$ cat config.mk
export PLATFORM = sky130hd
export DESIGN_NAME = spi_baud_fault_lowpower
export DESIGN_NICKNAME = d
export VERILOG_FILES = /design/src/design/spi_pkg.sv /design/src/design/spi_baud_fault_lowpower.sv
export SDC_FILE = /design/constraint.sdc
export NUM_CORES = 1
export LEC_CHECK = 0
export BUFFER_PORTS_ARGS = -buffer_cell sky130_fd_sc_hd__buf_2
export CORE_ASPECT_RATIO = 0.7
export CORE_MARGIN = 4
export CORE_UTILIZATION = 28
export DETAILED_ROUTE_END_ITERATION = 16
export PLACE_DENSITY = 0.47
export SYNTH_ARGS = -nofsm -noshare
export SYNTH_HDL_FRONTEND = slang
export SYNTH_SLANG_ARGS = --single-unit
$ cat constraint.sdc
create_clock -name clk -period 3.6 [get_ports clk]
set_input_delay 0.72 -clock clk [delete_from_list [all_inputs] [get_ports clk]]
set_output_delay 0.72 -clock clk [all_outputs]
set_load 0.005 [all_outputs]
$ cat src/design/spi_pkg.sv
package spi_pkg;

  // Register byte offsets
  localparam logic [7:0] CTRL1_OFF  = 8'h00;
  localparam logic [7:0] CTRL2_OFF  = 8'h04;
  localparam logic [7:0] BAUD_OFF   = 8'h08;
  localparam logic [7:0] STATUS_OFF = 8'h0C;
  localparam logic [7:0] DATA_OFF   = 8'h10;

  // Control register one fields
  localparam int UNIT_ENABLE_BIT     = 0;
  localparam int CONTROLLER_ROLE_BIT = 1;
  localparam int SELECT_OUT_EN_BIT   = 2;

  // Control register two fields
  localparam int SINGLE_PIN_BIT   = 0;
  localparam int SHARED_OE_BIT    = 1;
  localparam int HALT_IN_WAIT_BIT = 2;
  localparam int FAULT_DETECT_BIT = 3;

  // Baud register fields
  localparam int BAUD_SELECT_LSB    = 0;
  localparam int BAUD_PRESELECT_LSB = 4;

  // Status register fields
  localparam int DONE_BIT     = 0;
  localparam int TX_EMPTY_BIT = 1;
  localparam int FAULT_BIT    = 2;
  localparam int BUSY_BIT     = 3;

  // Reset values
  localparam logic [2:0] CTRL1_RESET = 3'h0;
  localparam logic [3:0] CTRL2_RESET = 4'h0;
  localparam logic [2:0] BAUD_FIELD_RESET = 3'h0;
  localparam logic [7:0] DATA_RESET  = 8'h00;

  // Transfer geometry: eight bits, two clock edges each
  localparam logic [4:0] LAST_EDGE = 5'h0F;
  localparam logic [2:0] LAST_BIT  = 3'h7;

  // One group of serial pins
  typedef struct packed {
    logic sclk;
    logic mosi;
    logic miso;
    logic sel;
  } spi_pins_s;

endpackage

$ cat src/design/spi_baud_fault_lowpower.sv
// Behaviour
// - Serial clock divisor is (baud_preselect+1) times 2 to the (baud_select+1).
// - Both fields zero divide by 2; select 001 gives 4, 010 gives 8.
// - Preselect 001 doubles, 010 triples the select divisor.
// - Divider runs only as controller during a transfer.
// - Automatic select drives pin low during transfer, high while idle.
// - Automatic select needs controller, select_output_enable, fault_detect_enable; disables fault detection.
// - Single-pin mode uses MOSI as controller, MISO as target.
// - shared_pin_output_enable sets shared pin direction; pin always feeds shift input.
// - Clock is output as controller, input as target; select is target input.
// - Select low as controller with fault detection sets fault_flag.
// - No fault without fault_detect_enable, and never as target.
// - Fault disables drivers, aborts transfer, loses partial byte.
// - Fault in single-pin controller mode clears shared_pin_output_enable.
// - Status read with fault set, then control one write, clears fault_flag.
// - Unit disabled stops core; registers stay accessible.
// - Halt in wait as controller pauses transfer, resumes on exit.
// - Target keeps shifting in wait while external clock runs.
// - Target defers done flag and data copy until stop exit, or wait exit with halt_in_wait.
// - Target discards byte in progress on stop entry, or wait entry with halt_in_wait.
// - Stop freezes controller transfer; target stays synchronised; ignores halt_in_wait.
// - Data register reads zero after reset until data arrives.
// - Target without data write sends previous shift contents.
// - Fault clears controller_role.
// - Interrupt is OR of fault, done and transmit-empty, only while enabled.
`timescale 1ns/10ps

module spi_baud_fault_lowpower (
  // Clock and reset
  input  wire logic               clk,
  input  wire logic               rst,
  // APB slave
  input  wire logic               psel,
  input  wire logic               penable,
  input  wire logic               pwrite,
  input  wire logic [7:0]         paddr,
  input  wire logic [31:0]        pwdata,
  output logic      [31:0]        prdata,
  output logic                    pready,
  output logic                    pslverr,
  // Power state of the system
  input  wire logic               waitMode,
  input  wire logic               stopMode,
  // Serial pins
  input  wire spi_pkg::spi_pins_s pinIn,
  output spi_pkg::spi_pins_s      pinOut,
  output spi_pkg::spi_pins_s      pinOe,
  // Request to the interrupt controller
  output logic                    irq
);

  function automatic logic [10:0] halfLen(input logic [2:0] pre, input logic [2:0] sel);
    halfLen = 11'({8'h00, pre} + 11'h001) << sel;
  endfunction

  function automatic logic isOff(input logic [7:0] a, input logic [7:0] off);
    isOff = (a == off);
  endfunction

  ////////////////////////////////////////////////////////////////////////////
  logic        unitEnable, controllerRole, selectOutEn;
  logic        singlePin, sharedOe, haltInWait, faultDetectEn;
  logic [2:0]  baudSelect, baudPreselect;
  logic        faultFlag, faultArmed, doneFlag, doneArmed, txEmpty;
  logic [7:0]  txData, rxData, shift;
  logic        rxBit, busy, pendingCopy, discardNext;
  logic [4:0]  edgeCnt;
  logic [2:0]  bitCnt;
  logic [10:0] halfCnt;
  logic        sclkReg;
  logic [1:0]  sclkSync, selSync, mosiSync, misoSync;
  logic        sclkLast, selLast, frozenLast;

  logic setupPh, accessPh, wrAcc, rdAcc, mapped;
  assign setupPh  = psel & ~penable;
  assign accessPh = psel & penable;
  assign wrAcc    = accessPh & pwrite;
  assign rdAcc    = accessPh & ~pwrite;
  assign mapped   = isOff(paddr, spi_pkg::CTRL1_OFF) | isOff(paddr, spi_pkg::CTRL2_OFF) |
                    isOff(paddr, spi_pkg::BAUD_OFF) | isOff(paddr, spi_pkg::STATUS_OFF) |
                    isOff(paddr, spi_pkg::DATA_OFF);
  assign pready   = accessPh;
  assign pslverr  = accessPh & ~mapped;

  ////////////////////////////////////////////////////////////////////////////
  // Pin synchronisers; only the second stage is read
  always_ff @(posedge clk) begin
    if (rst) begin
      sclkSync <= 2'h0;
      selSync  <= 2'h3;
      mosiSync <= 2'h0;
      misoSync <= 2'h0;
      sclkLast <= 1'b0;
      selLast  <= 1'b1;
    end else begin
      sclkSync <= {sclkSync[0], pinIn.sclk};
      selSync  <= {selSync[0], pinIn.sel};
      mosiSync <= {mosiSync[0], pinIn.mosi};
      misoSync <= {misoSync[0], pinIn.miso};
      sclkLast <= sclkSync[1];
      selLast  <= selSync[1];
    end
  end

  ////////////////////////////////////////////////////////////////////////////
  logic frozen, freezeEntry, freezeExit, autoSelect, faultEvt;
  logic tgtActive, tgtSelStart, tgtRise, tgtFall, tgtComplete;
  logic ctlStart, ctlTick, ctlComplete, serIn;

  assign frozen      = stopMode | (waitMode & haltInWait);
  assign freezeEntry = frozen & ~frozenLast;
  assign freezeExit  = ~frozen & frozenLast;
  assign autoSelect  = controllerRole & selectOutEn & faultDetectEn;
  assign faultEvt    = unitEnable & controllerRole & faultDetectEn & ~selectOutEn &
                       ~selSync[1];

  // Shift input: shared pin in single-pin mode, else the opposite data pin
  always_comb begin
    if (controllerRole) begin
      serIn = singlePin ? mosiSync[1] : misoSync[1];
    end else begin
      serIn = singlePin ? misoSync[1] : mosiSync[1];
    end
  end

  assign tgtActive   = unitEnable & ~controllerRole & ~faultFlag & ~selSync[1];
  assign tgtSelStart = tgtActive & selLast;
  assign tgtRise     = tgtActive & sclkSync[1] & ~sclkLast;
  assign tgtFall     = tgtActive & ~sclkSync[1] & sclkLast;
  assign tgtComplete = tgtFall & (bitCnt == spi_pkg::LAST_BIT);

  assign ctlStart    = unitEnable & controllerRole & ~busy & ~txEmpty & ~faultFlag & ~frozen & ~faultEvt;
  assign ctlTick     = busy & ~frozen &
                       (halfCnt == halfLen(baudPreselect, baudSelect) - 11'h001);
  assign ctlComplete = ctlTick & (edgeCnt == spi_pkg::LAST_EDGE);

  ////////////////////////////////////////////////////////////////////////////
  // Control registers and fault handling
  always_ff @(posedge clk) begin
    if (rst) begin
      {selectOutEn, controllerRole, unitEnable} <= spi_pkg::CTRL1_RESET;
      {faultDetectEn, haltInWait, sharedOe, singlePin} <= spi_pkg::CTRL2_RESET;
      baudSelect    <= spi_pkg::BAUD_FIELD_RESET;
      baudPreselect <= spi_pkg::BAUD_FIELD_RESET;
      faultFlag     <= 1'b0;
      faultArmed    <= 1'b0;
    end else begin
      if (wrAcc && isOff(paddr, spi_pkg::CTRL1_OFF)) begin
        unitEnable     <= pwdata[spi_pkg::UNIT_ENABLE_BIT];
        controllerRole <= pwdata[spi_pkg::CONTROLLER_ROLE_BIT];
        selectOutEn    <= pwdata[spi_pkg::SELECT_OUT_EN_BIT];
      end
      if (wrAcc && isOff(paddr, spi_pkg::CTRL2_OFF)) begin
        singlePin     <= pwdata[spi_pkg::SINGLE_PIN_BIT];
        sharedOe      <= pwdata[spi_pkg::SHARED_OE_BIT];
        haltInWait    <= pwdata[spi_pkg::HALT_IN_WAIT_BIT];
        faultDetectEn <= pwdata[spi_pkg::FAULT_DETECT_BIT];
      end
      if (wrAcc && isOff(paddr, spi_pkg::BAUD_OFF)) begin
        baudSelect    <= pwdata[spi_pkg::BAUD_SELECT_LSB +: 3];
        baudPreselect <= pwdata[spi_pkg::BAUD_PRESELECT_LSB +: 3];
      end
      if (rdAcc && isOff(paddr, spi_pkg::STATUS_OFF) && faultFlag) begin
        faultArmed <= 1'b1;
      end
      if (wrAcc && isOff(paddr, spi_pkg::CTRL1_OFF) && faultArmed) begin
        faultFlag  <= 1'b0;
        faultArmed <= 1'b0;
      end
      if (faultEvt) begin
        faultFlag      <= 1'b1;
        faultArmed     <= 1'b0;
        controllerRole <= 1'b0;
        if (singlePin) begin
          sharedOe <= 1'b0;
        end
      end
    end
  end

  ////////////////////////////////////////////////////////////////////////////
  // Controller baud divider and clock generation
  always_ff @(posedge clk) begin
    if (rst) begin
      busy    <= 1'b0;
      halfCnt <= 11'h000;
      edgeCnt <= 5'h00;
      sclkReg <= 1'b0;
    end else if (!unitEnable || faultEvt || !controllerRole) begin
      busy    <= 1'b0;
      halfCnt <= 11'h000;
      edgeCnt <= 5'h00;
      sclkReg <= 1'b0;
    end else if (ctlStart) begin
      busy    <= 1'b1;
      halfCnt <= 11'h000;
      edgeCnt <= 5'h00;
      sclkReg <= 1'b0;
    end else if (busy && !frozen) begin
      if (ctlTick) begin
        halfCnt <= 11'h000;
        edgeCnt <= edgeCnt + 5'h01;
        sclkReg <= ~sclkReg;
        if (ctlComplete) begin
          busy <= 1'b0;
        end
      end else begin
        halfCnt <= halfCnt + 11'h001;
      end
    end
  end

  ////////////////////////////////////////////////////////////////////////////
  // Shift register, target bit counter and wait bookkeeping
  always_ff @(posedge clk) begin
    if (rst) begin
      shift       <= spi_pkg::DATA_RESET;
      rxBit       <= 1'b0;
      bitCnt      <= 3'h0;
      pendingCopy <= 1'b0;
      discardNext <= 1'b0;
      frozenLast  <= 1'b0;
    end else begin
      frozenLast <= frozen;
      if (ctlStart) begin
        shift <= txData;
      end else if (ctlTick) begin
        if (!edgeCnt[0]) begin
          rxBit <= serIn;
        end else begin
          shift <= {shift[6:0], rxBit};
        end
      end
      if (tgtSelStart) begin
        bitCnt <= 3'h0;
        if (!txEmpty) begin
          shift <= txData;
        end
      end else if (tgtRise) begin
        rxBit <= serIn;
      end else if (tgtFall) begin
        shift  <= {shift[6:0], rxBit};
        bitCnt <= bitCnt + 3'h1;
      end
      if (!unitEnable || faultEvt) begin
        bitCnt <= 3'h0;
      end
      if (freezeEntry && !controllerRole && bitCnt != 3'h0) begin
        discardNext <= 1'b1;
      end
      if (tgtComplete) begin
        if (discardNext) begin
          discardNext <= 1'b0;
        end else if (frozen) begin
          pendingCopy <= 1'b1;
        end
      end
      if (freezeExit) begin
        pendingCopy <= 1'b0;
      end
    end
  end

  ////////////////////////////////////////////////////////////////////////////
  // Data and status flags
  logic copyNow, txLoad;
  assign copyNow = ctlComplete | (tgtComplete & ~discardNext & ~frozen) |
                   (freezeExit & pendingCopy);
  assign txLoad  = ctlStart | (tgtSelStart & ~txEmpty);

  always_ff @(posedge clk) begin
    if (rst) begin
      rxData    <= spi_pkg::DATA_RESET;
      txData    <= spi_pkg::DATA_RESET;
      txEmpty   <= 1'b1;
      doneFlag  <= 1'b0;
      doneArmed <= 1'b0;
    end else begin
      if (rdAcc && isOff(paddr, spi_pkg::STATUS_OFF) && doneFlag) begin
        doneArmed <= 1'b1;
      end
      if (accessPh && isOff(paddr, spi_pkg::DATA_OFF) && doneArmed) begin
        doneFlag  <= 1'b0;
        doneArmed <= 1'b0;
      end
      if (copyNow) begin
        rxData   <= ctlComplete ? {shift[6:0], rxBit} :
                    (freezeExit & pendingCopy) ? shift : {shift[6:0], rxBit};
        doneFlag <= 1'b1;
      end
      if (txLoad) begin
        txEmpty <= 1'b1;
      end
      if (wrAcc && isOff(paddr, spi_pkg::DATA_OFF)) begin
        txData  <= pwdata[7:0];
        txEmpty <= 1'b0;
      end
    end
  end

  ////////////////////////////////////////////////////////////////////////////
  // APB read data, captured in the setup phase
  always_ff @(posedge clk) begin
    if (rst) begin
      prdata <= 32'h0000_0000;
    end else if (setupPh) begin
      case (paddr)
        spi_pkg::CTRL1_OFF:  prdata <= {29'h0000_0000, selectOutEn, controllerRole, unitEnable};
        spi_pkg::CTRL2_OFF:  prdata <= {28'h000_0000, faultDetectEn, haltInWait, sharedOe, singlePin};
        spi_pkg::BAUD_OFF:   prdata <= {25'h000_0000, baudPreselect, 1'b0, baudSelect};
        spi_pkg::STATUS_OFF: prdata <= {28'h000_0000, busy, faultFlag, txEmpty, doneFlag};
        spi_pkg::DATA_OFF:   prdata <= {24'h00_0000, rxData};
        default:             prdata <= 32'h0000_0000;
      endcase
    end
  end

  ////////////////////////////////////////////////////////////////////////////
  // Pin drive
  always_comb begin
    pinOut      = '0;
    pinOe       = '0;
    pinOut.sclk = sclkReg;
    pinOut.mosi = shift[7];
    pinOut.miso = shift[7];
    pinOut.sel  = ~busy;
    if (unitEnable && controllerRole) begin
      pinOe.sclk = 1'b1;
      pinOe.mosi = singlePin ? sharedOe : 1'b1;
      pinOe.sel  = autoSelect;
    end else if (unitEnable && !faultFlag && !selSync[1]) begin
      pinOe.miso = singlePin ? sharedOe : 1'b1;
    end
  end

  assign irq = unitEnable & (faultFlag | doneFlag | txEmpty);

endmodule

# Word-level counts from Yosys, hierarchy flattened

Index checks and enable logic that the tools add are counted.

Eq/ne operators: 7
Mux-type cells: 40
Reductions and logical operators: 42
Shift-type cells: 1
Add/sub/neg operators: 5
Bitwise logic cells: 63

Operator list:

| operator                | count |
|---|---|
| $mux W8                 | 9 |
| $pmux W8 S5             | 1 |
| $and A1 B1 Y1           | 36 |
| $mux W1                 | 28 |
| $not A1 Y1              | 17 |
| $eq A8 B4 Y1 const B    | 2 |
| $logic_and A1 B1 Y1     | 16 |
| $reduce_bool A2 Y1      | 6 |
| $add A11 B1 Y11 const B | 1 |
| $eq A11 B11 Y1          | 1 |
| $mux W11                | 1 |
| $shl A4 B3 Y11          | 1 |
| $sub A11 B1 Y11 const B | 1 |
| $or A1 B1 Y1            | 10 |
| $reduce_or A3 Y1        | 3 |
| $eq A8 B3 Y1 const B    | 1 |
| $eq A8 B5 Y1 const B    | 1 |
| $logic_not A8 Y1        | 1 |
| $reduce_or A2 Y1        | 4 |
| $reduce_and A3 Y1       | 2 |
| $add A5 B1 Y5 const B   | 1 |
| $eq A5 B4 Y1 const B    | 1 |
| $logic_not A1 Y1        | 5 |
| $add A3 B1 Y4 const B   | 1 |
| other kinds (6)         | 8 |

Output and inout port bits: 43
Word-level logic and storage cells: 191
Register bits: 109

# Logic depth before layout (Yosys ltp)

Gate-level depths: netlist (run 1).

Depth after elaboration: 12
Depth in mapped cells: 15
Depth with buffers taken out: 13

# Least setup slack after synthesis (run 1)

OpenSTA, ideal clock, no wires.

Path kind: reg-to-reg
Start: reg baudPreselect[1]
End: reg shift[4]
Library setup time: 75 ps
Path buffers: 2
Stages on the path, launching flop included: 16
Required time: 3,525 ps
Arrival time: 3,501 ps
Setup slack: 25 ps
Path through: dfxtp_1 -> ha_1 -> nand2b_1 -> clkbuf_1 -> nand2_1 -> nand2_1 -> ha_1 -> xor2_1 -> o21ai_0 -> or3_1 -> a2111oi_0 -> o21ai_1 -> a2111oi_4 -> buf_6 -> mux2_1 -> o22ai_1

Word-level cells in the longest chain between the ends: 10
Elaborated cells between the ends (all ways): 11
Classes of those cells: 2 x add/sub; 1 x eq/ne; 1 x shift; 6 x mux; 1 x bitwise

RTL lines:

| element                | line                           | text |
|---|---|---|
| from (decl)            | spi_baud_fault_lowpower.sv:63  | `logic [2:0] baudSelect, baudPreselect;` |
| from (signal assigned) | spi_baud_fault_lowpower.sv:144 | `baudPreselect <= spi_pkg::BAUD_FIELD_RESET;` |
| from (signal assigned) | spi_baud_fault_lowpower.sv:161 | `baudPreselect <= pwdata[spi_pkg::BAUD_PRESELECT_LSB +: 3];` |
| $add A3 B1 Y4 *        | spi_baud_fault_lowpower.sv:53  | `halfLen = 11'({8'h00, pre} + 11'h001) << sel;` |
| $shl A4 B3 Y11 *       | spi_baud_fault_lowpower.sv:53  |  |
| $sub A11 B1 Y11 *      | spi_baud_fault_lowpower.sv:134 | `(halfCnt == halfLen(baudPreselect, baudSelect) - 11'h001);` |
| $eq A11 B11 Y1 *       | spi_baud_fault_lowpower.sv:134 |  |
| $and A1 B1 Y1 *        | spi_baud_fault_lowpower.sv:133 | `assign ctlTick = busy & ~frozen &` |
| $mux W8 *              | spi_baud_fault_lowpower.sv:227 | `end else if (ctlTick) begin` |
| $mux W8 *              | spi_baud_fault_lowpower.sv:225 | `if (ctlStart) begin` |
| $mux W8                | spi_baud_fault_lowpower.sv:241 | `end else if (tgtFall) begin` |
| $mux W8                | spi_baud_fault_lowpower.sv:239 | `end else if (tgtRise) begin` |
| $mux W8 *              | spi_baud_fault_lowpower.sv:234 | `if (tgtSelStart) begin` |
| to (signal assigned)   | spi_baud_fault_lowpower.sv:226 | `shift <= txData;` |
| to (signal assigned)   | spi_baud_fault_lowpower.sv:237 | `shift <= txData;` |
| to (signal assigned)   | spi_baud_fault_lowpower.sv:242 | `shift <= {shift[6:0], rxBit};` |
| to (decl)              | spi_baud_fault_lowpower.sv:65  | `logic [7:0] txData, rxData, shift;` |

Every way passes the cells marked *; elsewhere a longest branch is shown, timed or not.
A chain may end at the register's enable or synchronous reset.

# Final worst setup path (run 1)

Start: reg baudPreselect[0]
End: reg shift[2]

Same word-level chain as after synthesis.

==> results of run 1 <==
==> layout by cell type (no fill, tap or decap), drive strengths merged, types with 10 or more instances in the layout <==
| cell type | netlist | final |
|---|---|---|
| a211o | 10 | 10 |
| a21o | 12 | 12 |
| a21oi | 29 | 29 |
| and3 | 10 | 10 |
| buf | 36 | 72 |
| clkbuf | 23 | 11 |
| conb | 1 | 24 |
| dfxtp | 85 | 85 |
| inv | 24 | 28 |
| mux2i | 30 | 30 |
| nand2 | 42 | 42 |
| nand3 | 17 | 17 |
| nor2 | 74 | 74 |
| nor2b | 13 | 13 |
| nor3 | 27 | 27 |
| o21ai | 27 | 27 |
| xnor2 | 12 | 12 |
| xor2 | 11 | 11 |
==> critical path, delay by kind of cell (launching register included) <==
kind | cells | cell delay (ns)
adders and majority gates | 1 | 0.28
muxes | 1 | 0.32
AOI/OAI and AO/OA | 6 | 1.64
and+or+nand+nor | 2 | 0.55
DFF | 1 | 0.33
buffers and inverters | 1 | 0.20
==> power by group <==
| part | switching [uW] | internal [uW] |
|---|---|---|
| clock network | 418 | 482 |
| registers | 4.51 | 950 |
| logic | 51.6 | 32.2 |
| total | 475 | 1460 |
==> layout make-up <==
| cell class | instances | area share (%) |
|---|---|---|
| clock buffers | 10 | 3.896 |
| clock inverters | 6 | 0.9155 |
| inverters | 24 | 1.533 |
| multi-input cells | 474 | 51.84 |
| flip-flops and latches | 85 | 28.98 |
| well taps | 231 | 4.918 |
| repair buffers | 73 | 7.920 |
==> sequential cells by signal, indices dropped and copies added, names as in the netlist, 2 cells and up <==
| register | cells |
|---|---|
| halfCnt | 11 |
| sclkSync | 2 |
| misoSync | 2 |
| prdata | 8 |
| bitCnt | 3 |
| baudPreselect | 3 |
| rxData | 8 |
| txData | 8 |
| mosiSync | 2 |
| shift | 8 |
| baudSelect | 3 |
| selSync | 2 |
| edgeCnt | 5 |
==> timing repair <==
item,4_1_cts,5_1_grt
setup endpoints to repair,0,33
buffers inserted,0,1
hold endpoints to repair,0,0
resized for setup,0,9
==> layer usage <==
layer  wire length [um]  track usage, %
met3                873           3.072
met4                232           4.207
met5                  0               0
met2               5528           18.15
met1               8055           22.84
==> cells by family (layout without fill, tap and decap cells) <==
| group | count (synthesis) | after routing | synth area share [%] |
|---|---|---|---|
| flops | 85 | 85 | 33.75 |
| compound gates | 155 | 155 | 22.41 |
| simple gates | 228 | 228 | 21.96 |
| mux | 36 | 36 | 7.295 |
| fa+ha+maj | 8 | 8 | 1.985 |
| xor+xnor | 23 | 23 | 3.995 |
| buf+inv | 83 | 113 | 8.536 |
| other cells | 1 | 24 | 0.07437 |
==> worst paths after layout <==
| check | endpoint | start | slack (ns) | cells past startpoint |
|---|---|---|---|---|
| worst max-delay path | shift[2] | baudPreselect[0] | 0.21 | 11 |
| worst max register to register | shift[2] | baudPreselect[0] | 0.21 | 11 |
| worst min register to register | selSync[1] | selSync[0] | 0.42 | 1 |
| worst min-delay path | selSync[1] | selSync[0] | 0.42 | 1 |
==> through the flow <==
step / setup slack [ns] / cells
3_3_place_gp: 0.04287 / 885
6_report: 0.2124 / 903
2_1_floorplan: 0.02461 / 642
5_1_grt: 0.0003069 / 903
3_5_place_dp: 0.03411 / 885
4_1_cts: 0.0008717 / 901
==> impl_metrics.yaml, run 1 <==
pwr:
  finalPower_uw: 1938
  powerDensity_nw_per_um2: 329.8
  vdd_drop_max_uv: 167.0
  p_leak_uw: 0.002172
critical_path:
  critPathMaxFanout: 12
  worstSetupPathType: "flip-flop to flip-flop"
  path_cells: "ha_1 > nor2b_1 > a2111o_1 > a221oi_4 > o211ai_2 > or3_1 > o2bb2ai_2 > a2111oi_4 > buf_12 > mux2_1 > o22ai_1"
  worstPathRequired_ns: 3.87
  worstSetupEndpointType: "flip-flop"
  max_stage_delay_ns: 0.52
  critPathArrivalTime_ns: 3.66
  worst_setup_path_start_kind: "flip-flop"
  cp_slowest_cell: "a2111o_1"
layout:
  drive_gt1_share_pct: 15.92
  antenna_cells: 0
  fillers: 1833
  multi_input_area_um2: 3047
  finalNetCount: 726
  area_growth_syn_to_layout_pct: 16.55
  postLayoutCoreUtil_pct: 33.74
  ff_latch_area_um2: 1703
  fin_area_um2: 5877
global_routing:
  grt_pass1_wl_um: 22920
  grtUsageTotal_pct: 14.17
  grt_max_degree: 51
  gr-total-overflow: 0
  antenna_found_initial: 0
  grt_pass1_vias: 4128
placed_design:
  place_hpwl_um: 11050
  portBuffers: 45
  dpl-instance-area_um2: 5510
  gp_congestion: 0.8767
die:
  row_count: 40
  die_h_um: 120.3
  pin_count: 94
  coreArea_um2: 17420
  die_area_um2: 20250
  start_util_pct: 28.95
  die_w_um: 168.4
sta:
  worst_slew_pin_slew_ns: 0.8567
  period_needed_ns: 3.388
  max_freq_mhz: 295.2
  rsz0062_at_grt: "false"
  setup_viol: 0
  finalMaxSlewViolations: 0
  period_share_pct: 94.10
  max-slew-margin-rel_pct: 42.45
  setup_tns_ns: 0
  hold-worst-slack_ns: 0.4235
  fin_worst_skew_ns: 0.01257
  hold_violations: 0
yosys:
  avgSynthCellArea_um2: 8.146
  synth_area_leader_cell: "dfxtp_1"
  synthTopCellsByArea: "dfxtp_1, mux2i_1, nor2_1"
  yosys-top-cells-count: "dfxtp_1, nor2_1, nand2_1, mux2i_1, a21oi_1"
  yosysMostFrequentCell: "dfxtp_1"
  synthesis.area_um2: 5042
  ys_types: 68
  netlist.area_leader.share_pct: 33.75
  synth.yosys.seq_area_share_pct: 33.75
  synth_edf_count: 0
  yosysWarnings: 0
  ys_ff_latch: 85
  synthArstFlopShare_pct: 0
  postSynthCellCount: 619
  ys.flop_type: "dfxtp_1"
cts:
  ctsHtreeMaxLevel: 3
  cts_made_buffers: 9
  postCtsHoldBufs: 0
  clock_sinks: 85
  clkLatencyLatePin_ns: 0.35
  cts.clk_slew.worst_paths_ns: 0.07
  clockBufferDepth: 2
  cts_tree: "yes"
  root_buffer: "clkbuf_16"
route:
  viasPerCell: 5.124
  wl_per_cell_um: 16.27
  drt-initial-drc-count: 382
  drc_errors: 0
  drt-total-wl_um: 14690
  drt_first_pass_iters: 5
  num_vias: 4627
  postRouteAntennaNets: 0
min_path:
  min_path_type: "flip-flop to flip-flop"
run_status:
  status: "finished clean"
flow_run:
  cap_violations: 0
Power figures use the tool's default switching activity.
==> run 2, diff against run 1 <==
--- a/config.mk
+++ b/config.mk
@@ -6,7 +6,6 @@
 export NUM_CORES = 1
 export LEC_CHECK = 0
 export BUFFER_PORTS_ARGS = -buffer_cell sky130_fd_sc_hd__buf_2
-export CORE_ASPECT_RATIO = 0.7
 export CORE_MARGIN = 4
 export CORE_UTILIZATION = 28
 export DETAILED_ROUTE_END_ITERATION = 16
==> impl_metrics.yaml, run 2 (same netlist as run 1, synthesis figures left out) <==
die:
  pin_count: 94
  coreArea_um2: 17480
  row_count: 48
  start_util_pct: 28.85
  die_h_um: 142.2
  die_area_um2: 20220
  die_w_um: 142.2
cts:
  cts_tree: "yes"
  cts_made_buffers: 9
  root_buffer: "clkbuf_16"
  clkLatencyLatePin_ns: 0.35
  clockBufferDepth: 2
  cts.clk_slew.worst_paths_ns: 0.07
  clock_sinks: 85
  ctsHtreeMaxLevel: 3
pwr:
  power.internal_uw: 1539
  clock_power_share_pct: 48.6
  swShare_pct: 23.93
  powerDensity_nw_per_um2: 342.0
  vdd_drop_max_uv: 257.5
  switching_power_uw: 484.0
  power_frac_seq_pct: 47.2
  combPwrFrac_pct: 4.2
  p_leak_uw: 0.002200
critical_path:
  cp_top_family: "compound AO/OA/AOI/OAI gates"
  critPathMaxFanout: 11
  worstSetupEndpointType: "flip-flop"
  worstSetupPathType: "flip-flop to flip-flop"
  max_stage_delay_ns: 0.38
  cpMostUsedCell: "nand2_1"
  critPathArrivalTime_ns: 3.67
  path_cells: "ha_2 > nand2b_1 > nand2_1 > nand2_1 > ha_1 > xor2_1 > o21ai_0 > or3_1 > a2111oi_2 > buf_4 > o21ai_1 > a2111oi_4 > buf_12 > mux2_1 > o22ai_1"
  cp.buffers_inverters: 2
  worstPathRequired_ns: 3.87
  cp_slowest_cell: "a2111oi_4"
  worst_setup_path_start_kind: "flip-flop"
layout:
  final_common_cell: "dfxtp_1"
  largest_reg_flops: 11
  fin_area_um2: 5914
  finalNetCount: 729
  top_register: "halfCnt"
  layout_common_cells: "dfxtp_1, nor2_1, buf_2, nand2_1, mux2i_1"
  antenna_cells: 0
  area_growth_syn_to_layout_pct: 17.30
  drive_gt1_share_pct: 16.74
global_routing:
  grt_max_degree: 38
  grt_pass1_wl_um: 22850
  antenna_found_initial: 0
  grt_pass1_vias: 4440
  gr-total-overflow: 0
  grtUsageTotal_pct: 14.12
placed_design:
  gp_congestion: 0.8111
  place_hpwl_um: 10860
  portBuffers: 45
  dpl-instance-area_um2: 5525
sta:
  setup_tns_ns: 0
  hold_violations: 0
  setup_viol: 0
  period_needed_ns: 3.401
  period_share_pct: 94.47
  fin_worst_skew_ns: 0.01503
  worst_slew_pin_slew_ns: 0.7795
  hold-worst-slack_ns: 0.4162
  max-slew-margin-rel_pct: 48.03
  max_freq_mhz: 294.0
  rsz0062_at_grt: "false"
  finalMaxSlewViolations: 0
route:
  postRouteAntennaNets: 0
  viasPerCell: 5.134
  drt_first_pass_iters: 5
  drt-initial-drc-count: 292
  num_vias: 4621
  drc_errors: 0
  drt-total-wl_um: 14330
  wl_per_cell_um: 15.92
min_path:
  min_path_type: "flip-flop to flip-flop"
run_status:
  status: "finished clean"
flow_run:
  cap_violations: 0
==> run 2: cell types whose count changed in the layout (fill, tap and decap cells not counted), sizes merged <==
cell	delta
buf	+3
clkbuf	-1
bufinv	+1
==> run 2: layer usage <==
| layer | vias up | GRT usage (%) | part of all wire, % |
|---|---|---|---|
| met5 | - | 0 | 0 |
| met4 | 0 | 5.606 | 2.4 |
| met3 | 17 | 2.083 | 5.5 |
| met2 | 142 | 23.08 | 46 |
| met1 | 2172 | 18.74 | 46 |
| li1 | 2290 | - | - |
==> run 2: final timing paths <==
check	start	end	slack (ns)	depth (start not counted)
setup / recovery	baudPreselect[1]	shift[1]	0.20	15
hold reg to reg	selSync[0]	selSync[1]	0.42	1
hold / removal	selSync[0]	selSync[1]	0.42	1
setup reg to reg	baudPreselect[1]	shift[1]	0.20	15
==> run 2: cell type report <==
| cell class | count | area (um2) |
|---|---|---|
| fillers | 1827 | 11560 |
| multi-input cells | 474 | 3035 |
| flip-flops and latches | 85 | 1703 |
| repair buffers | 76 | 488.0 |
| well taps | 225 | 281.5 |
| clock buffers | 9 | 225.2 |
| clock inverters | 7 | 91.34 |
| inverters | 24 | 90.09 |
==> run 2: through the flow <==
| step | instances | worst slack (ns) | utilization (%) | total power, uW |
|---|---|---|---|---|
| after floorplan | 642 | 0.02461 | - | 1040 |
| after global placement | 882 | 0.1216 | 31.62 | 1058 |
| after detailed placement | 882 | 0.08304 | 31.62 | 1060 |
| after CTS | 898 | 0.05960 | 33.43 | 2051 |
| after global routing | 900 | 0.008994 | 33.84 | 2094 |
| final | 900 | 0.1992 | 33.84 | 2023 |
==> run 2: power by group through the flow <==
stage / Sequential [uW] / Combinational [uW] / Clock (uW)
final: 954 / 85.0 / 984
after global routing: 955 / 95.0 / 1040
after floorplan: 975 / 65.1 / 0
after CTS: 954 / 84.8 / 1010
after global placement: 975 / 82.8 / 0
after detailed placement: 976 / 84.3 / 0
==> run 2: timing repair <==
item	4_1_cts	5_1_grt
buffers inserted	0	1
setup endpoints to repair	0	28
resized for setup	0	9
hold buffers	0	0
==> run 2: worst reg2reg max path: cells and delay by family, from the launching register on <==
| family | cells | cell delay (ns) |
|---|---|---|
| AO/OA/AOI/OAI | 5 | 0.97 |
| adder cells (fa/ha/maj) | 2 | 0.65 |
| AND/OR/NAND/NOR | 4 | 0.59 |
| buffers and inverters | 2 | 0.36 |
| multiplexers | 1 | 0.33 |
| flip-flops | 1 | 0.32 |
| XOR/XNOR | 1 | 0.13 |
==> run 3, diff against run 2 <==
--- a/config.mk
+++ b/config.mk
@@ -9,7 +9,7 @@
 export CORE_MARGIN = 4
 export CORE_UTILIZATION = 28
 export DETAILED_ROUTE_END_ITERATION = 16
-export PLACE_DENSITY = 0.47
+export PLACE_DENSITY = 0.56
 export SYNTH_ARGS = -nofsm -noshare
 export SYNTH_HDL_FRONTEND = slang
 export SYNTH_SLANG_ARGS = --single-unit
==> impl_metrics.yaml, run 3 (same netlist as run 1, synthesis figures left out) <==
run_status:
  status: "finished clean"
placed_design:
  place_hpwl_um: 9875
  dpl-instance-area_um2: 5488
  portBuffers: 45
  gp_congestion: 0.8369
cts:
  clkLatencyLatePin_ns: 0.35
  clock_sinks: 85
  cts.clk_slew.worst_paths_ns: 0.07
  ctsHtreeMaxLevel: 3
  cts_tree: "yes"
  cts_made_buffers: 9
  clockBufferDepth: 2
  root_buffer: "clkbuf_16"
sta:
  worst_slew_pin_slew_ns: 0.8647
  max-slew-margin-rel_pct: 41.91
  setup_tns_ns: 0
  period_share_pct: 96.59
  setup_viol: 0
  max_freq_mhz: 287.6
  finalMaxSlewViolations: 0
  period_needed_ns: 3.477
  hold_violations: 0
  fin_worst_skew_ns: 0.01006
route:
  drt-total-wl_um: 13390
  drc_errors: 0
  drt_first_pass_iters: 5
  viasPerCell: 4.990
  wl_per_cell_um: 14.93
  num_vias: 4476
  postRouteAntennaNets: 0
  drt-initial-drc-count: 330
pwr:
  powerDensity_nw_per_um2: 343.5
  power.internal_uw: 1565
  switching_power_uw: 451.8
  clock_power_share_pct: 48.6
  combPwrFrac_pct: 4.1
  p_leak_uw: 0.002184
  vdd_drop_max_uv: 196.6
  finalPower_uw: 2017
  swShare_pct: 22.40
  power_frac_seq_pct: 47.3
layout:
  drive_gt1_share_pct: 16.22
  ff_latch_area_um2: 1704
  fillers: 1862
  multi_input_area_um2: 3030
  top_register: "halfCnt"
  area_growth_syn_to_layout_pct: 16.45
  fin_area_um2: 5872
  final_common_cell: "dfxtp_1"
  antenna_cells: 0
  layout_common_cells: "dfxtp_1, nor2_1, buf_2, nand2_1, mux2i_1"
  largest_reg_flops: 11
  finalNetCount: 726
critical_path:
  reg2reg_setup_slack_ns: 0.12
  critPathArrivalTime_ns: 3.74
  worstSetupPathType: "flip-flop to flip-flop"
  path_cells: "ha_2 > and3b_1 > a2111o_1 > a221oi_4 > o211ai_2 > or3_1 > o2bb2ai_2 > a2111oi_4 > buf_12 > mux2_1 > o22ai_1"
  worstPathRequired_ns: 3.86
  worst_setup_path_start_kind: "flip-flop"
  cp_slowest_cell: "a2111o_1"
  reg2reg_depth: 11
  worstSetupEndpointType: "flip-flop"
  max_stage_delay_ns: 0.49
  critPathMaxFanout: 19
global_routing:
  grt_max_degree: 51
  grtUsageTotal_pct: 13.33
  antenna_found_initial: 0
  gr-total-overflow: 0
  grt_pass1_wl_um: 21760
  grt_pass1_vias: 4058
die:
  pin_count: 94
  row_count: 48
  die_w_um: 142.2
  start_util_pct: 28.85
  die_area_um2: 20220
  die_h_um: 142.2
  coreArea_um2: 17480
flow_run:
  cap_violations: 0
min_path:
  hold_depth: 1
  min_path_type: "flip-flop to flip-flop"
-- run 3: cell types whose count changed in the layout (fill, tap and decap cells not counted), sizes merged --
cell      delta
inv          -2
clkinv       +1
clkbuf       +1
clkinvlp     -1
buf          -2
-- run 3: path summary, 6_finish.rpt --
| path | end | start |
|---|---|---|
| max reg2reg | shift[0] | baudPreselect[0] |
| max | shift[0] | baudPreselect[0] |
| min reg2reg | selSync[1] | selSync[0] |
| min | selSync[1] | selSync[0] |
-- run 3: power by group through the flow --
stage	combinational, uW	sequential (uW)	clock (uW)
floorplan	65.1	975	0
global placement	83.0	975	0
detailed placement	83.2	976	0
CTS	83.3	954	1010
global route	95.5	955	1040
finish	83.0	954	980
-- run 3: cell type report --
cell class	count	area share, %
timing repair buffer	73	7.628
clock inverter	5	1.108
multi-input combinational	474	51.61
tap	225	4.794
inverter	24	1.534
sequential	85	29.02
clock buffer	11	4.304
-- run 3: layer usage --
layer	vias to the layer above	routed length, um	global-route usage, %
met1	2072	6766	19.19
met4	0	213	4.747
met5	-	0	0
met3	13	581	2.184
met2	111	5828	20.10
li1	2280	-	-
-- run 3: timing repair --
action	4_1_cts	5_1_grt
setup endpoints to repair	0	36
hold buffers	0	0
resized for setup	0	9
hold endpoints to repair	0	0
buffers inserted	0	4
-- run 3: per-stage QoR --
stage | hold WS, ns | util, % | cells | setup slack, ns
after floorplan | 0.3895 | - | 642 | 0.02461
after global placement | 0.3959 | 31.40 | 877 | 0.08985
after detailed placement | 0.3949 | 31.40 | 877 | 0.08848
after CTS | 0.4111 | 33.22 | 893 | 0.05032
after global routing | 0.4199 | 33.60 | 897 | -0.01462
final | 0.4099 | 33.60 | 897 | 0.1226
-- run 3: worst max-delay path, delay by kind of cell (launching register included) --
family / cells / cell delay [ns]
muxes: 1 / 0.33
buffers and inverters: 1 / 0.20
AOI/OAI and AO/OA: 6 / 1.69
adders and majority gates: 1 / 0.22
DFF: 1 / 0.32
and+or+nand+nor: 2 / 0.63
